File: src/rtl/sfs_pkg.sv
package sfs_pkg;
    localparam int unsigned CLK_MHZ = 200;
    localparam int unsigned WDG_WIN_OPEN_US = 10;
    localparam int unsigned WDG_WIN_CLOSE_US = 20;
    localparam int unsigned WDG_OPEN_CYC = WDG_WIN_OPEN_US * CLK_MHZ;
    localparam int unsigned WDG_CLOSE_CYC = WDG_WIN_CLOSE_US * CLK_MHZ;
    localparam int unsigned OSC_TIMEOUT_CYC = 64;
    localparam int unsigned NUM_CHECKS = 14;
    localparam int unsigned CHK_ANALOG_POR = 0;
    localparam int unsigned CHK_DIGITAL_BOD = 1;
    localparam int unsigned CHK_OSC_LOSS = 2;
    localparam int unsigned CHK_NVM_SUM = 3;
    localparam int unsigned CHK_ROM_SUM = 4;
    localparam int unsigned CHK_CYCLE_SUM = 5;
    localparam int unsigned CHK_RAM_PARITY = 6;
    localparam int unsigned CHK_ALIVE = 7;
    localparam int unsigned CHK_CALC_SAT = 8;
    localparam int unsigned CHK_DEC = 9;
    localparam int unsigned CHK_BRIDGE_RANGE = 10;
    localparam int unsigned CHK_BRIDGE_PLAUS = 11;
    localparam int unsigned CHK_TEMP_RANGE = 12;
    localparam int unsigned CHK_TEMP_PLAUS = 13;
    localparam logic [NUM_CHECKS-1:0] STATIC_MASK_RST = 14'h007F;
    localparam logic [11:0] DAC_LOW_BAND = 12'h000;
    localparam logic [11:0] DAC_HIGH_BAND = 12'hFFF;
    localparam logic [15:0] BRIDGE_MIN_RST = 16'h8000;
    localparam logic [15:0] BRIDGE_MAX_RST = 16'h7FFF;
    localparam logic [15:0] TEMP_MIN_RST = 16'h8000;
    localparam logic [15:0] TEMP_MAX_RST = 16'h7FFF;
    localparam logic [15:0] STEP_MAX_RST = 16'h4000;
    localparam logic [3:0] ADDR_CTRL = 4'h0;
    localparam logic [3:0] ADDR_STATIC_MASK = 4'h1;
    localparam logic [3:0] ADDR_BRIDGE_MIN = 4'h2;
    localparam logic [3:0] ADDR_BRIDGE_MAX = 4'h3;
    localparam logic [3:0] ADDR_TEMP_MIN = 4'h4;
    localparam logic [3:0] ADDR_TEMP_MAX = 4'h5;
    localparam logic [3:0] ADDR_STEP_MAX = 4'h6;
    localparam logic [3:0] ADDR_STATUS = 4'h8;
    localparam logic [3:0] ADDR_RESULT = 4'h9;
    localparam logic [3:0] ADDR_MODE = 4'hA;
    localparam int unsigned CTRL_LOCK_BIT = 0;
    localparam int unsigned CTRL_HIZ_BIT = 1;
    localparam int unsigned CTRL_SELF_RST_BIT = 2;
    typedef enum logic [1:0] {
        SFS_NORMAL = 2'b00,
        SFS_TEMP_FAULT = 2'b01,
        SFS_STATIC_FAULT = 2'b11
    } sfs_mode_t;
endpackage : sfs_pkg

File: src/rtl/sfs_supervisor.sv
`timescale 1ns/1ps
`default_nettype none
module sfs_supervisor
    import sfs_pkg::*;
#(
    parameter int unsigned DW = 16,
    parameter int unsigned WDG_OPEN = WDG_OPEN_CYC,
    parameter int unsigned WDG_CLOSE = WDG_CLOSE_CYC
) (
    input wire logic clk,
    input wire logic reset_n,
    input wire logic analog_supply_power_reset,
    input wire logic digital_supply_brownout,
    input wire logic osc_tick,
    input wire logic sample_valid,
    input wire logic sample_is_temp,
    input wire logic [DW-1:0] sample_data,
    input wire logic [DW-1:0] calc_result,
    input wire logic calc_saturated,
    input wire logic alive_service,
    input wire logic nonvolatile_checksum_err,
    input wire logic rom_checksum_err,
    input wire logic cycle_checksum_err,
    input wire logic ram_parity_err,
    input wire logic output_decoder_err,
    input wire logic fault_band_strap_pin,
    input wire logic [3:0] link_addr,
    input wire logic [DW-1:0] link_wdata,
    input wire logic link_wr,
    input wire logic link_rd,
    output logic [DW-1:0] link_rdata,
    output logic [11:0] dac_code,
    output logic analog_result_oe,
    output logic conditioning_run,
    output logic [1:0] fault_report_mode,
    output logic self_reset_req
);
    logic strap_s1_r, strap_s2_r, strap_s3_r, high_band_r;
    logic strap_s1_nxt, strap_s2_nxt, strap_s3_nxt, high_band_nxt;
    logic tick_s1_r, tick_s2_r, tick_s3_r;
    logic lock_r, hiz_r, self_rst_en_r;
    logic lock_nxt, hiz_nxt, self_rst_en_nxt;
    logic [NUM_CHECKS-1:0] static_mask_r, static_mask_nxt;
    logic [DW-1:0] br_min_r, br_max_r, t_min_r, t_max_r, step_max_r;
    logic [DW-1:0] br_min_nxt, br_max_nxt, t_min_nxt, t_max_nxt, step_max_nxt;
    logic [DW-1:0] result_r, result_nxt, last_br_r, last_br_nxt, last_t_r, last_t_nxt;
    logic br_seen_r, br_seen_nxt, t_seen_r, t_seen_nxt;
    logic [DW-1:0] rdata_r, rdata_nxt;
    logic [11:0] dac_r, dac_nxt;
    logic [NUM_CHECKS-1:0] status_r, status_nxt, fault_now;
    sfs_mode_t mode_r, mode_nxt;
    logic [$clog2(WDG_CLOSE+1)-1:0] wdg_cnt_r, wdg_cnt_nxt;
    logic wdg_fault_r, wdg_fault_nxt;
    logic [6:0] osc_cnt_r, osc_cnt_nxt;
    logic osc_lost_r, osc_lost_nxt, osc_restart_r, osc_restart_nxt;
    logic cfg_wr, run;
    logic range_br, range_t, plaus_br, plaus_t;

    function automatic logic out_of_range(input logic [DW-1:0] v, input logic [DW-1:0] lo,
                                          input logic [DW-1:0] hi);
        out_of_range = ($signed(v) < $signed(lo)) || ($signed(v) > $signed(hi));
    endfunction : out_of_range

    function automatic logic too_far(input logic [DW-1:0] a, input logic [DW-1:0] b,
                                     input logic [DW-1:0] lim);
        logic [DW:0] d;
        d = {a[DW-1], a} - {b[DW-1], b};
        if (d[DW]) begin
            d = -d;
        end
        too_far = d > {1'b0, lim};
    endfunction : too_far

    // Pin and oscillator inputs come from outside this clock and pass three stages.
    always_comb begin
        strap_s1_nxt = fault_band_strap_pin;
        strap_s2_nxt = strap_s1_r;
        strap_s3_nxt = strap_s2_r;
        high_band_nxt = high_band_r;
        if (strap_s2_r == strap_s3_r) begin
            high_band_nxt = ~strap_s3_r;
        end
    end

    always_ff @(posedge clk) begin
        if (!reset_n) begin
            strap_s1_r <= 1'b1;
            strap_s2_r <= 1'b1;
            strap_s3_r <= 1'b1;
            high_band_r <= 1'b0;
            tick_s1_r <= 1'b0;
            tick_s2_r <= 1'b0;
            tick_s3_r <= 1'b0;
        end else begin
            strap_s1_r <= strap_s1_nxt;
            strap_s2_r <= strap_s2_nxt;
            strap_s3_r <= strap_s3_nxt;
            high_band_r <= high_band_nxt;
            tick_s1_r <= osc_tick;
            tick_s2_r <= tick_s1_r;
            tick_s3_r <= tick_s2_r;
        end
    end

    assign cfg_wr = link_wr && !lock_r;
    assign run = (mode_r != SFS_STATIC_FAULT);

    always_comb begin
        lock_nxt = lock_r;
        hiz_nxt = hiz_r;
        self_rst_en_nxt = self_rst_en_r;
        static_mask_nxt = static_mask_r;
        br_min_nxt = br_min_r;
        br_max_nxt = br_max_r;
        t_min_nxt = t_min_r;
        t_max_nxt = t_max_r;
        step_max_nxt = step_max_r;
        if (cfg_wr) begin
            case (link_addr)
                ADDR_CTRL: begin
                    lock_nxt = lock_r | link_wdata[CTRL_LOCK_BIT];
                    hiz_nxt = link_wdata[CTRL_HIZ_BIT];
                    self_rst_en_nxt = link_wdata[CTRL_SELF_RST_BIT];
                end
                ADDR_STATIC_MASK: static_mask_nxt = link_wdata[NUM_CHECKS-1:0];
                ADDR_BRIDGE_MIN: br_min_nxt = link_wdata;
                ADDR_BRIDGE_MAX: br_max_nxt = link_wdata;
                ADDR_TEMP_MIN: t_min_nxt = link_wdata;
                ADDR_TEMP_MAX: t_max_nxt = link_wdata;
                ADDR_STEP_MAX: step_max_nxt = link_wdata;
                default: begin
                end
            endcase
        end
    end

    always_ff @(posedge clk) begin
        if (!reset_n) begin
            lock_r <= 1'b0;
            hiz_r <= 1'b0;
            self_rst_en_r <= 1'b0;
            static_mask_r <= STATIC_MASK_RST;
            br_min_r <= BRIDGE_MIN_RST;
            br_max_r <= BRIDGE_MAX_RST;
            t_min_r <= TEMP_MIN_RST;
            t_max_r <= TEMP_MAX_RST;
            step_max_r <= STEP_MAX_RST;
        end else begin
            lock_r <= lock_nxt;
            hiz_r <= hiz_nxt;
            self_rst_en_r <= self_rst_en_nxt;
            static_mask_r <= static_mask_nxt;
            br_min_r <= br_min_nxt;
            br_max_r <= br_max_nxt;
            t_min_r <= t_min_nxt;
            t_max_r <= t_max_nxt;
            step_max_r <= step_max_nxt;
        end
    end

    // Sample path and range checks.
    always_comb begin
        result_nxt = result_r;
        last_br_nxt = last_br_r;
        last_t_nxt = last_t_r;
        br_seen_nxt = br_seen_r;
        t_seen_nxt = t_seen_r;
        range_br = 1'b0;
        range_t = 1'b0;
        plaus_br = 1'b0;
        plaus_t = 1'b0;
        if (sample_valid && run) begin
            if (sample_is_temp) begin
                range_t = out_of_range(sample_data, t_min_r, t_max_r);
                plaus_t = t_seen_r && too_far(sample_data, last_t_r, step_max_r);
                last_t_nxt = sample_data;
                t_seen_nxt = 1'b1;
            end else begin
                range_br = out_of_range(sample_data, br_min_r, br_max_r);
                plaus_br = br_seen_r && too_far(sample_data, last_br_r, step_max_r);
                last_br_nxt = sample_data;
                br_seen_nxt = 1'b1;
                result_nxt = calc_result;
            end
        end
    end

    always_ff @(posedge clk) begin
        if (!reset_n) begin
            result_r <= '0;
            last_br_r <= '0;
            last_t_r <= '0;
            br_seen_r <= 1'b0;
            t_seen_r <= 1'b0;
        end else begin
            result_r <= result_nxt;
            last_br_r <= last_br_nxt;
            last_t_r <= last_t_nxt;
            br_seen_r <= br_seen_nxt;
            t_seen_r <= t_seen_nxt;
        end
    end

    always_comb begin
        wdg_cnt_nxt = wdg_cnt_r;
        wdg_fault_nxt = 1'b0;
        if (run) begin
            if (alive_service) begin
                wdg_fault_nxt = (wdg_cnt_r < WDG_OPEN[$bits(wdg_cnt_r)-1:0]);
                wdg_cnt_nxt = '0;
            end else if (wdg_cnt_r >= WDG_CLOSE[$bits(wdg_cnt_r)-1:0]) begin
                wdg_fault_nxt = 1'b1;
                wdg_cnt_nxt = '0;
            end else begin
                wdg_cnt_nxt = wdg_cnt_r + 1'b1;
            end
        end
    end

    always_comb begin
        osc_cnt_nxt = osc_cnt_r;
        osc_lost_nxt = osc_lost_r;
        osc_restart_nxt = 1'b0;
        if (tick_s2_r != tick_s3_r) begin
            osc_cnt_nxt = '0;
            osc_restart_nxt = osc_lost_r;
            osc_lost_nxt = 1'b0;
        end else if (osc_cnt_r >= OSC_TIMEOUT_CYC[6:0]) begin
            osc_lost_nxt = 1'b1;
        end else begin
            osc_cnt_nxt = osc_cnt_r + 1'b1;
        end
    end

    always_comb begin
        fault_now = '0;
        fault_now[CHK_ANALOG_POR] = analog_supply_power_reset;
        fault_now[CHK_DIGITAL_BOD] = digital_supply_brownout;
        fault_now[CHK_OSC_LOSS] = osc_lost_r;
        fault_now[CHK_NVM_SUM] = nonvolatile_checksum_err;
        fault_now[CHK_ROM_SUM] = rom_checksum_err;
        fault_now[CHK_CYCLE_SUM] = cycle_checksum_err;
        fault_now[CHK_RAM_PARITY] = ram_parity_err;
        fault_now[CHK_ALIVE] = wdg_fault_r;
        fault_now[CHK_CALC_SAT] = calc_saturated && sample_valid && run;
        fault_now[CHK_DEC] = output_decoder_err;
        fault_now[CHK_BRIDGE_RANGE] = range_br;
        fault_now[CHK_BRIDGE_PLAUS] = plaus_br;
        fault_now[CHK_TEMP_RANGE] = range_t;
        fault_now[CHK_TEMP_PLAUS] = plaus_t;
    end

    // Mode control and status.
    always_comb begin
        status_nxt = status_r;
        mode_nxt = mode_r;
        case (mode_r)
            SFS_NORMAL: begin
                status_nxt = status_r | fault_now;
                if (|(fault_now & static_mask_r)) begin
                    mode_nxt = SFS_STATIC_FAULT;
                end else if (|fault_now) begin
                    mode_nxt = SFS_TEMP_FAULT;
                end
            end
            SFS_TEMP_FAULT: begin
                status_nxt = fault_now | (status_r & ~{NUM_CHECKS{sample_valid}});
                if (|(fault_now & static_mask_r)) begin
                    mode_nxt = SFS_STATIC_FAULT;
                end else if (!(|status_nxt)) begin
                    mode_nxt = SFS_NORMAL;
                end
            end
            SFS_STATIC_FAULT: begin
                status_nxt = status_r | fault_now;
                mode_nxt = SFS_STATIC_FAULT;
            end
            default: mode_nxt = SFS_STATIC_FAULT;
        endcase
    end

    always_ff @(posedge clk) begin
        if (!reset_n || analog_supply_power_reset || digital_supply_brownout) begin
            mode_r <= SFS_NORMAL;
            status_r <= '0;
            wdg_cnt_r <= '0;
            wdg_fault_r <= 1'b0;
        end else begin
            mode_r <= mode_nxt;
            status_r <= status_nxt;
            wdg_cnt_r <= wdg_cnt_nxt;
            wdg_fault_r <= wdg_fault_nxt;
        end
    end

    always_ff @(posedge clk) begin
        if (!reset_n) begin
            osc_cnt_r <= '0;
            osc_lost_r <= 1'b0;
            osc_restart_r <= 1'b0;
        end else begin
            osc_cnt_r <= osc_cnt_nxt;
            osc_lost_r <= osc_lost_nxt;
            osc_restart_r <= osc_restart_nxt;
        end
    end

    // Output path and link read port.
    always_comb begin
        dac_nxt = dac_r;
        if (mode_r == SFS_NORMAL) begin
            dac_nxt = result_r[DW-1 -: 12];
        end else begin
            dac_nxt = high_band_r ? DAC_HIGH_BAND : DAC_LOW_BAND;
        end
        rdata_nxt = '0;
        if (link_rd) begin
            case (link_addr)
                ADDR_CTRL: rdata_nxt = DW'({self_rst_en_r, hiz_r, lock_r});
                ADDR_STATIC_MASK: rdata_nxt = DW'(static_mask_r);
                ADDR_BRIDGE_MIN: rdata_nxt = br_min_r;
                ADDR_BRIDGE_MAX: rdata_nxt = br_max_r;
                ADDR_TEMP_MIN: rdata_nxt = t_min_r;
                ADDR_TEMP_MAX: rdata_nxt = t_max_r;
                ADDR_STEP_MAX: rdata_nxt = step_max_r;
                ADDR_STATUS: rdata_nxt = DW'(status_r);
                ADDR_RESULT: rdata_nxt = result_r;
                ADDR_MODE: rdata_nxt = DW'(mode_r);
                default: rdata_nxt = '0;
            endcase
        end
    end

    always_ff @(posedge clk) begin
        if (!reset_n) begin
            dac_r <= DAC_LOW_BAND;
            rdata_r <= '0;
        end else begin
            dac_r <= dac_nxt;
            rdata_r <= rdata_nxt;
        end
    end

    assign link_rdata = rdata_r;
    assign dac_code = dac_r;
    assign analog_result_oe = !(hiz_r && (mode_r != SFS_NORMAL));
    assign conditioning_run = run;
    assign fault_report_mode = mode_r;
    assign self_reset_req = (self_rst_en_r && (mode_r == SFS_STATIC_FAULT)) || osc_restart_r;
endmodule : sfs_supervisor
`default_nettype wire

File: config.mk
export PLATFORM = sky130hd
export DESIGN_NAME = sfs_supervisor
export DESIGN_NICKNAME = d
export VERILOG_FILES = /design/src/rtl/sfs_pkg.sv /design/src/rtl/sfs_supervisor.sv
export SDC_FILE = /design/constraint.sdc
export NUM_CORES = 1
export LEC_CHECK = 0
export BUFFER_PORTS_ARGS = -buffer_cell sky130_fd_sc_hd__buf_4
export CAP_MARGIN = 20
export CORE_MARGIN = 2
export CORE_UTILIZATION = 30
export DETAILED_ROUTE_END_ITERATION = 8
export GPL_ROUTABILITY_DRIVEN = 0
export RECOVER_POWER = 50
export SYNTH_ARGS = -nofsm -noshare
export SYNTH_HDL_FRONTEND = slang
export SYNTH_SLANG_ARGS = --single-unit
File: constraint.sdc
create_clock -name clk -period 9.8 [get_ports clk]
set_input_delay 2.94 -clock clk [delete_from_list [all_inputs] [get_ports clk]]
set_output_delay 2.94 -clock clk [all_outputs]
set_load 0.02 [all_outputs]
* Yosys cells after proc, flatten, opt, wreduce, memory -nomap -nowiden
Cells that the tools add are included. Widths: inputs -> output; s select.
Word-level totals: bits in registers 220, input bits 69, output and inout port bits 33
Operators by class: $add $sub $neg 6, $lt $le $gt $ge 9, eq/ne operators 16, multiplexer cells 27, bitwise gates (word level) 10, reduce and logical (&&, ||, !) cells 38
Operator list (count):
- $pmux 16 s10 | 1
- $mux 17 | 6
- $mux 12 | 4
- $reduce_or 14->1 | 3
- $gt 17x16->1 | 2
- $neg 17->17 | 2
- $sub 16x16->17 | 2
- $gt 16x16->1 | 2
- $lt 16x16->1 | 2
- $and 14x14->14 | 2
- $or 14x14->14 | 2
- $pmux 14 s2 | 1
- $reduce_and 2->1 | 12
- $not 14->14 | 1
- $add 12x1->12 const B | 1
- $eq 4x3->1 const B | 3
- $eq 4x4->1 const B | 3
- $ge 12x12->1 const B | 1
- $lt 12x11->1 const B | 1
- $mux 1 | 10
- $eq 4x2->1 const B | 2
- $logic_and 1x1->1 | 8
- $mux 2 | 4
- $add 7x1->7 const B | 1
- 17 further kinds | 30

* Longest topological paths before layout
depth in word-level cells 14, gate-level depth with buffers 24, mapped depth without buffers 24

* Worst setup path before layout
OpenSTA, ideal clock, no wires.
path type input to register, start in sample_data[4], end reg mode_r[1] (netlist: fault_report_mode[1]), data arrival time 7.486 ns, data required time 9.684 ns, setup slack 2.198 ns, stages on the path 22, cell sequence ha_1 buf_2 a21o_1 a31o_2 or3_1 a211oi_2 nand2b_1 or2_1 or4b_1 nor3b_2 nor2_1 xnor2_1 ha_1 a21o_1 a21oi_1 o2111ai_1 a21oi_1 nor2_1 a41o_1 a211o_1 or4_1 o211a_1
Between the ends: word-level cells in the longest chain between the ends 13, elaborated cells between the ends (all ways) 39
RTL lines:
- start: declaration | line sfs_supervisor.sv:17 | input wire logic [DW-1:0] sample_data,
- $sub 16x16->17 | line sfs_supervisor.sv:67 | d = {a[DW-1], a} - {b[DW-1], b};
- $neg 17->17 | line sfs_supervisor.sv:69 | d = -d;
- $mux 17 | line sfs_supervisor.sv:68 | if (d[DW]) begin
- $mux 17 | line sfs_supervisor.sv:173 | if (sample_is_temp) begin
- $mux 17 | line sfs_supervisor.sv:172 | if (sample_valid && run) begin
- $gt 17x16->1 | line sfs_supervisor.sv:71 | too_far = d > {1'b0, lim};
- $logic_and 1x1->1, on equally long branches | line sfs_supervisor.sv:180, sfs_supervisor.sv:175
- $mux 1 | line sfs_supervisor.sv:173
- $mux 1 | line sfs_supervisor.sv:172
- $and 14x14->14 / $or 14x14->14 (equally long branches) | line sfs_supervisor.sv:260, sfs_supervisor.sv:268, sfs_supervisor.sv:267
- $reduce_or 14->1, on equally long branches | line sfs_supervisor.sv:260, sfs_supervisor.sv:268, sfs_supervisor.sv:270
- $ne 3x3->1 (no line), or another cell as far along
- $reduce_and 2->1 (no line) / $pmux 2 s2 (equally long branches)
- end signal: assignment | line sfs_supervisor.sv:289 | mode_r <= mode_nxt;
- end: declaration | line sfs_supervisor.sv:51 | sfs_mode_t mode_r, mode_nxt;
Several ways; a longest one is shown, not always the timed one. The select of a mux whose other input is x is not followed. A chain may end at the register's enable or synchronous reset.

* Worst setup path after layout
start in sample_data[0], end reg mode_r[0] (netlist: fault_report_mode[0])
Same word-level chain as after synthesis.

==> metrics.yaml <==
outcome: "complete, but fails checks"
violations: "max-capacitance violations, max-slew violations"
h-tree-depth: 1
initial_core_util_pct: 30.3
die_w_um: 221
finalSetupViolations: 0
critPathLaunch: "sample_data[0]"
drt_iter0_drc: 1112
track_usage_pct: 19.6
clk_pin_slew_ns: 0.06
postCtsSetupBuffers: 0
irDropWorstVdd_mv: 0.118
critPathArrivalTime_ns: 8.33
area_delta_synth_final_pct: 15.3
period_share_pct: 80.4
instances_no_fill: 2448
synthArstFlopShare_pct: 0
antenna_found_initial: 0
wl_um: 48000
routedWlPerCell_um: 19.6
end_kind: "register"
worstHoldPathType: "register to register"
hold_viol: 0
syn_avg_cell_area_um2: 7.98
synth_warnings: 0
critPathKind: "input port to register"
dp_cells: 2398
ys.flop_type: "dfxtp_1"
dr.pass1.iters: 5
port_buffers: 101
slew_headroom_pct: -62.3
avgViaCountPerCell: 5.36
core_mm2: 0.0465
final_max_slew_viol_count: 116
grt_pass1_vias: 12648
route.antenna.remaining_nets: 0
clock.fmax_mhz: 127
rr_startpoint: "last_t_r[0]$_SDFFE_PN0P_"
p_leak_nw: 6.17
fin_tns_setup_ns: 0
period_needed_ns: 7.88
num_rows: 79
mappedNetlistNets: 1969
seq_area_frac_synth_pct: 31.3
maxCapViolations: 2
synth.distinct_cells: 85
cts_buffers: 28
cts_resized: 0
ys_ff_latch: 220
cts_tree: "built"
min_from: "strap_s1_r$_SDFF_PN1_"
cp.required_ns: 10.25
cts_root_buffer: "clkbuf_16"
syn_inst: 1762
rsz0062_at_grt: "no"
grt_max_degree: 60
final_layout_size_suffix_gt1_share_pct: 8.86
synth_edf_count: 0
die_area_mm2: 0.0486
nets: 2030
ctsHoldBuffers: 0
grt_pass1_wl_um: 73200
clkLatencyLatePin_ns: 0.60
power_density_mw_per_mm2: 156
ioPinCount: 102
clock_skew_ns: 0.0465
cts_buffer_depth: 3
start_kind: "input port"
vias: 13131
tightest_slew_ns: 2.43
cts_sinks: 220
die_y_um: 221
drc: 0
hpwl_um: 35700
netlist_area_mm2: 0.0141
cp_max_fo: 5
gr-total-overflow: 0
cell usage after synthesis, types with 5 or more instances:
master,count,area share (%)
nand3_1,37,1.3
buf_6,6,0.48
inv_1,131,3.5
nand4_1,20,0.89
nor3_1,22,0.78
nor3b_1,6,0.32
or3_1,12,0.53
a31oi_1,22,0.98
a22oi_1,64,3.4
nor4_1,11,0.49
a21o_1,22,1.2
a41oi_1,14,0.87
nor2_1,95,2.5
ha_1,136,12
xor2_1,22,1.4
o31ai_1,9,0.48
dfxtp_1,220,31
a221oi_1,6,0.37
nor2b_1,27,1.2
a211o_1,5,0.31
buf_2,5,0.18
or2_2,6,0.27
a21boi_0,116,6.2
mux2i_1,5,0.36
o2111ai_1,7,0.44
clkbuf_1,72,1.9
xnor2_1,35,2.2
o41ai_1,5,0.31
a211oi_1,9,0.48
o211ai_1,37,2.0
o21ai_0,41,1.5
nand2_1,325,8.7
o22ai_1,5,0.22
nand2b_1,14,0.62
and3_1,16,0.71
a21oi_1,60,2.1
and2_1,13,0.58
o21a_1,16,0.85
registers in the layout (all words and copies together), names as in the netlist, 14 cells and up:
name / flops
status_r: 14
t_max_r: 16
step_max_r: 16
br_max_r: 16
br_min_r: 16
t_min_r: 16
result_r: 16
last_br_r: 16
static_mask_r: 14
last_t_r: 16
link_rdata: 16
kinds of logic after synthesis:
group / count (synthesis) / share of synthesized area [%]
fa+ha+maj: 138 / 12.4
flops: 220 / 31.3
mux: 7 / 0.516
buf+inv: 215 / 6.10
compound gates: 483 / 24.8
xor+xnor: 57 / 3.55
simple gates: 642 / 21.3
per-layer routing:
layer / wire [µm] / up-vias / global-route usage, %
met1: 21200 / 6220 / 25.6
met5: 0 / - / 0
met4: 1860 / 0 / 6.84
li1: - / 6379 / -
met2: 22200 / 429 / 32.9
met3: 2710 / 103 / 2.75
cells in the final DEF (no fill, tap or decap), types with 12 or more instances in the layout:
cell,synthesis,routed
a22oi_1,64,64
nand2_1,325,325
nand2b_1,14,13
clkbuf_16,0,28
o21ai_0,41,41
inv_1,131,131
nand4_1,20,20
buf_4,0,80
o211ai_1,37,37
nand3_1,37,37
clkbuf_1,72,34
nor2b_1,27,27
xnor2_1,35,35
or3_1,12,12
dfxtp_1,220,220
o21a_1,16,16
nor2_1,95,95
a21o_1,22,22
a21oi_1,60,60
a21boi_0,116,116
and3_1,16,16
a41oi_1,14,14
a31oi_1,22,22
nor3_1,22,19
xor2_1,22,22
ha_1,136,136
per-stage QoR:
| stage | instance area, µm² | hold WS [ns] | utilization (%) | worst slack, ns | total power, mW |
|---|---|---|---|---|---|
| 4_1_cts | 16300 | 0.406 | 35.0 | 2.04 | 2.55 |
| 3_5_place_dp | 15300 | 0.404 | 33.0 | 1.45 | 1.47 |
| 5_1_grt | 16200 | 0.425 | 34.9 | 1.39 | 2.65 |
| 2_1_floorplan | 14100 | 0.386 | - | 2.20 | 1.31 |
| 6_report | 16200 | 0.407 | 34.9 | 1.92 | 2.53 |
| 3_3_place_gp | 15300 | 0.398 | 33.0 | 1.55 | 1.45 |
area by class of cell:
cell class	instances	area (µm²)
fill	4868	30200
multi-input combinational	1327	8820
sequential	220	4400
clock buffer	36	791
timing repair buffer	114	776
tap	607	759
inverter	132	495
clock inverter	11	164
antenna	1	2.50
worst paths after layout:
path	end	slack, ns	cells past startpoint
worst min-delay path	strap_s2_r$_SDFF_PN1_	0.41	1
worst min register to register	strap_s2_r$_SDFF_PN1_	0.41	1
worst max-delay path	fault_report_mode[0]$_SDFFE_PP0P_	1.92	24
worst max register to register	fault_report_mode[0]$_SDFFE_PP0P_	4.32	22
power breakdown:
part / internal [mW] / switching [mW] / total (mW)
sequential: 0.917 / 0.0173 / 0.934
combinational: 0.209 / 0.311 / 0.520
clock: 0.646 / 0.432 / 1.08
total: 1.77 / 0.761 / 2.53
critical path: stages:
cell,delay [ns]
buf_4,0.14
inv_1,0.18
ha_1,0.25
inv_1,0.07
fa_1,0.42
a21o_1,0.21
a221oi_2,0.38
a21oi_1,0.14
xnor2_1,0.22
or2b_1,0.29
nand4bb_1,0.31
o41ai_1,0.44
xnor2_1,0.17
ha_1,0.27
o21a_1,0.11
o21ai_0,0.19
a32oi_1,0.10
nand2_1,0.09
o21ai_0,0.08
a221oi_1,0.23
nand2_1,0.12
a2111oi_0,0.58
a21oi_1,0.09
o221a_2,0.30
Power figures use the tool's default switching activity.
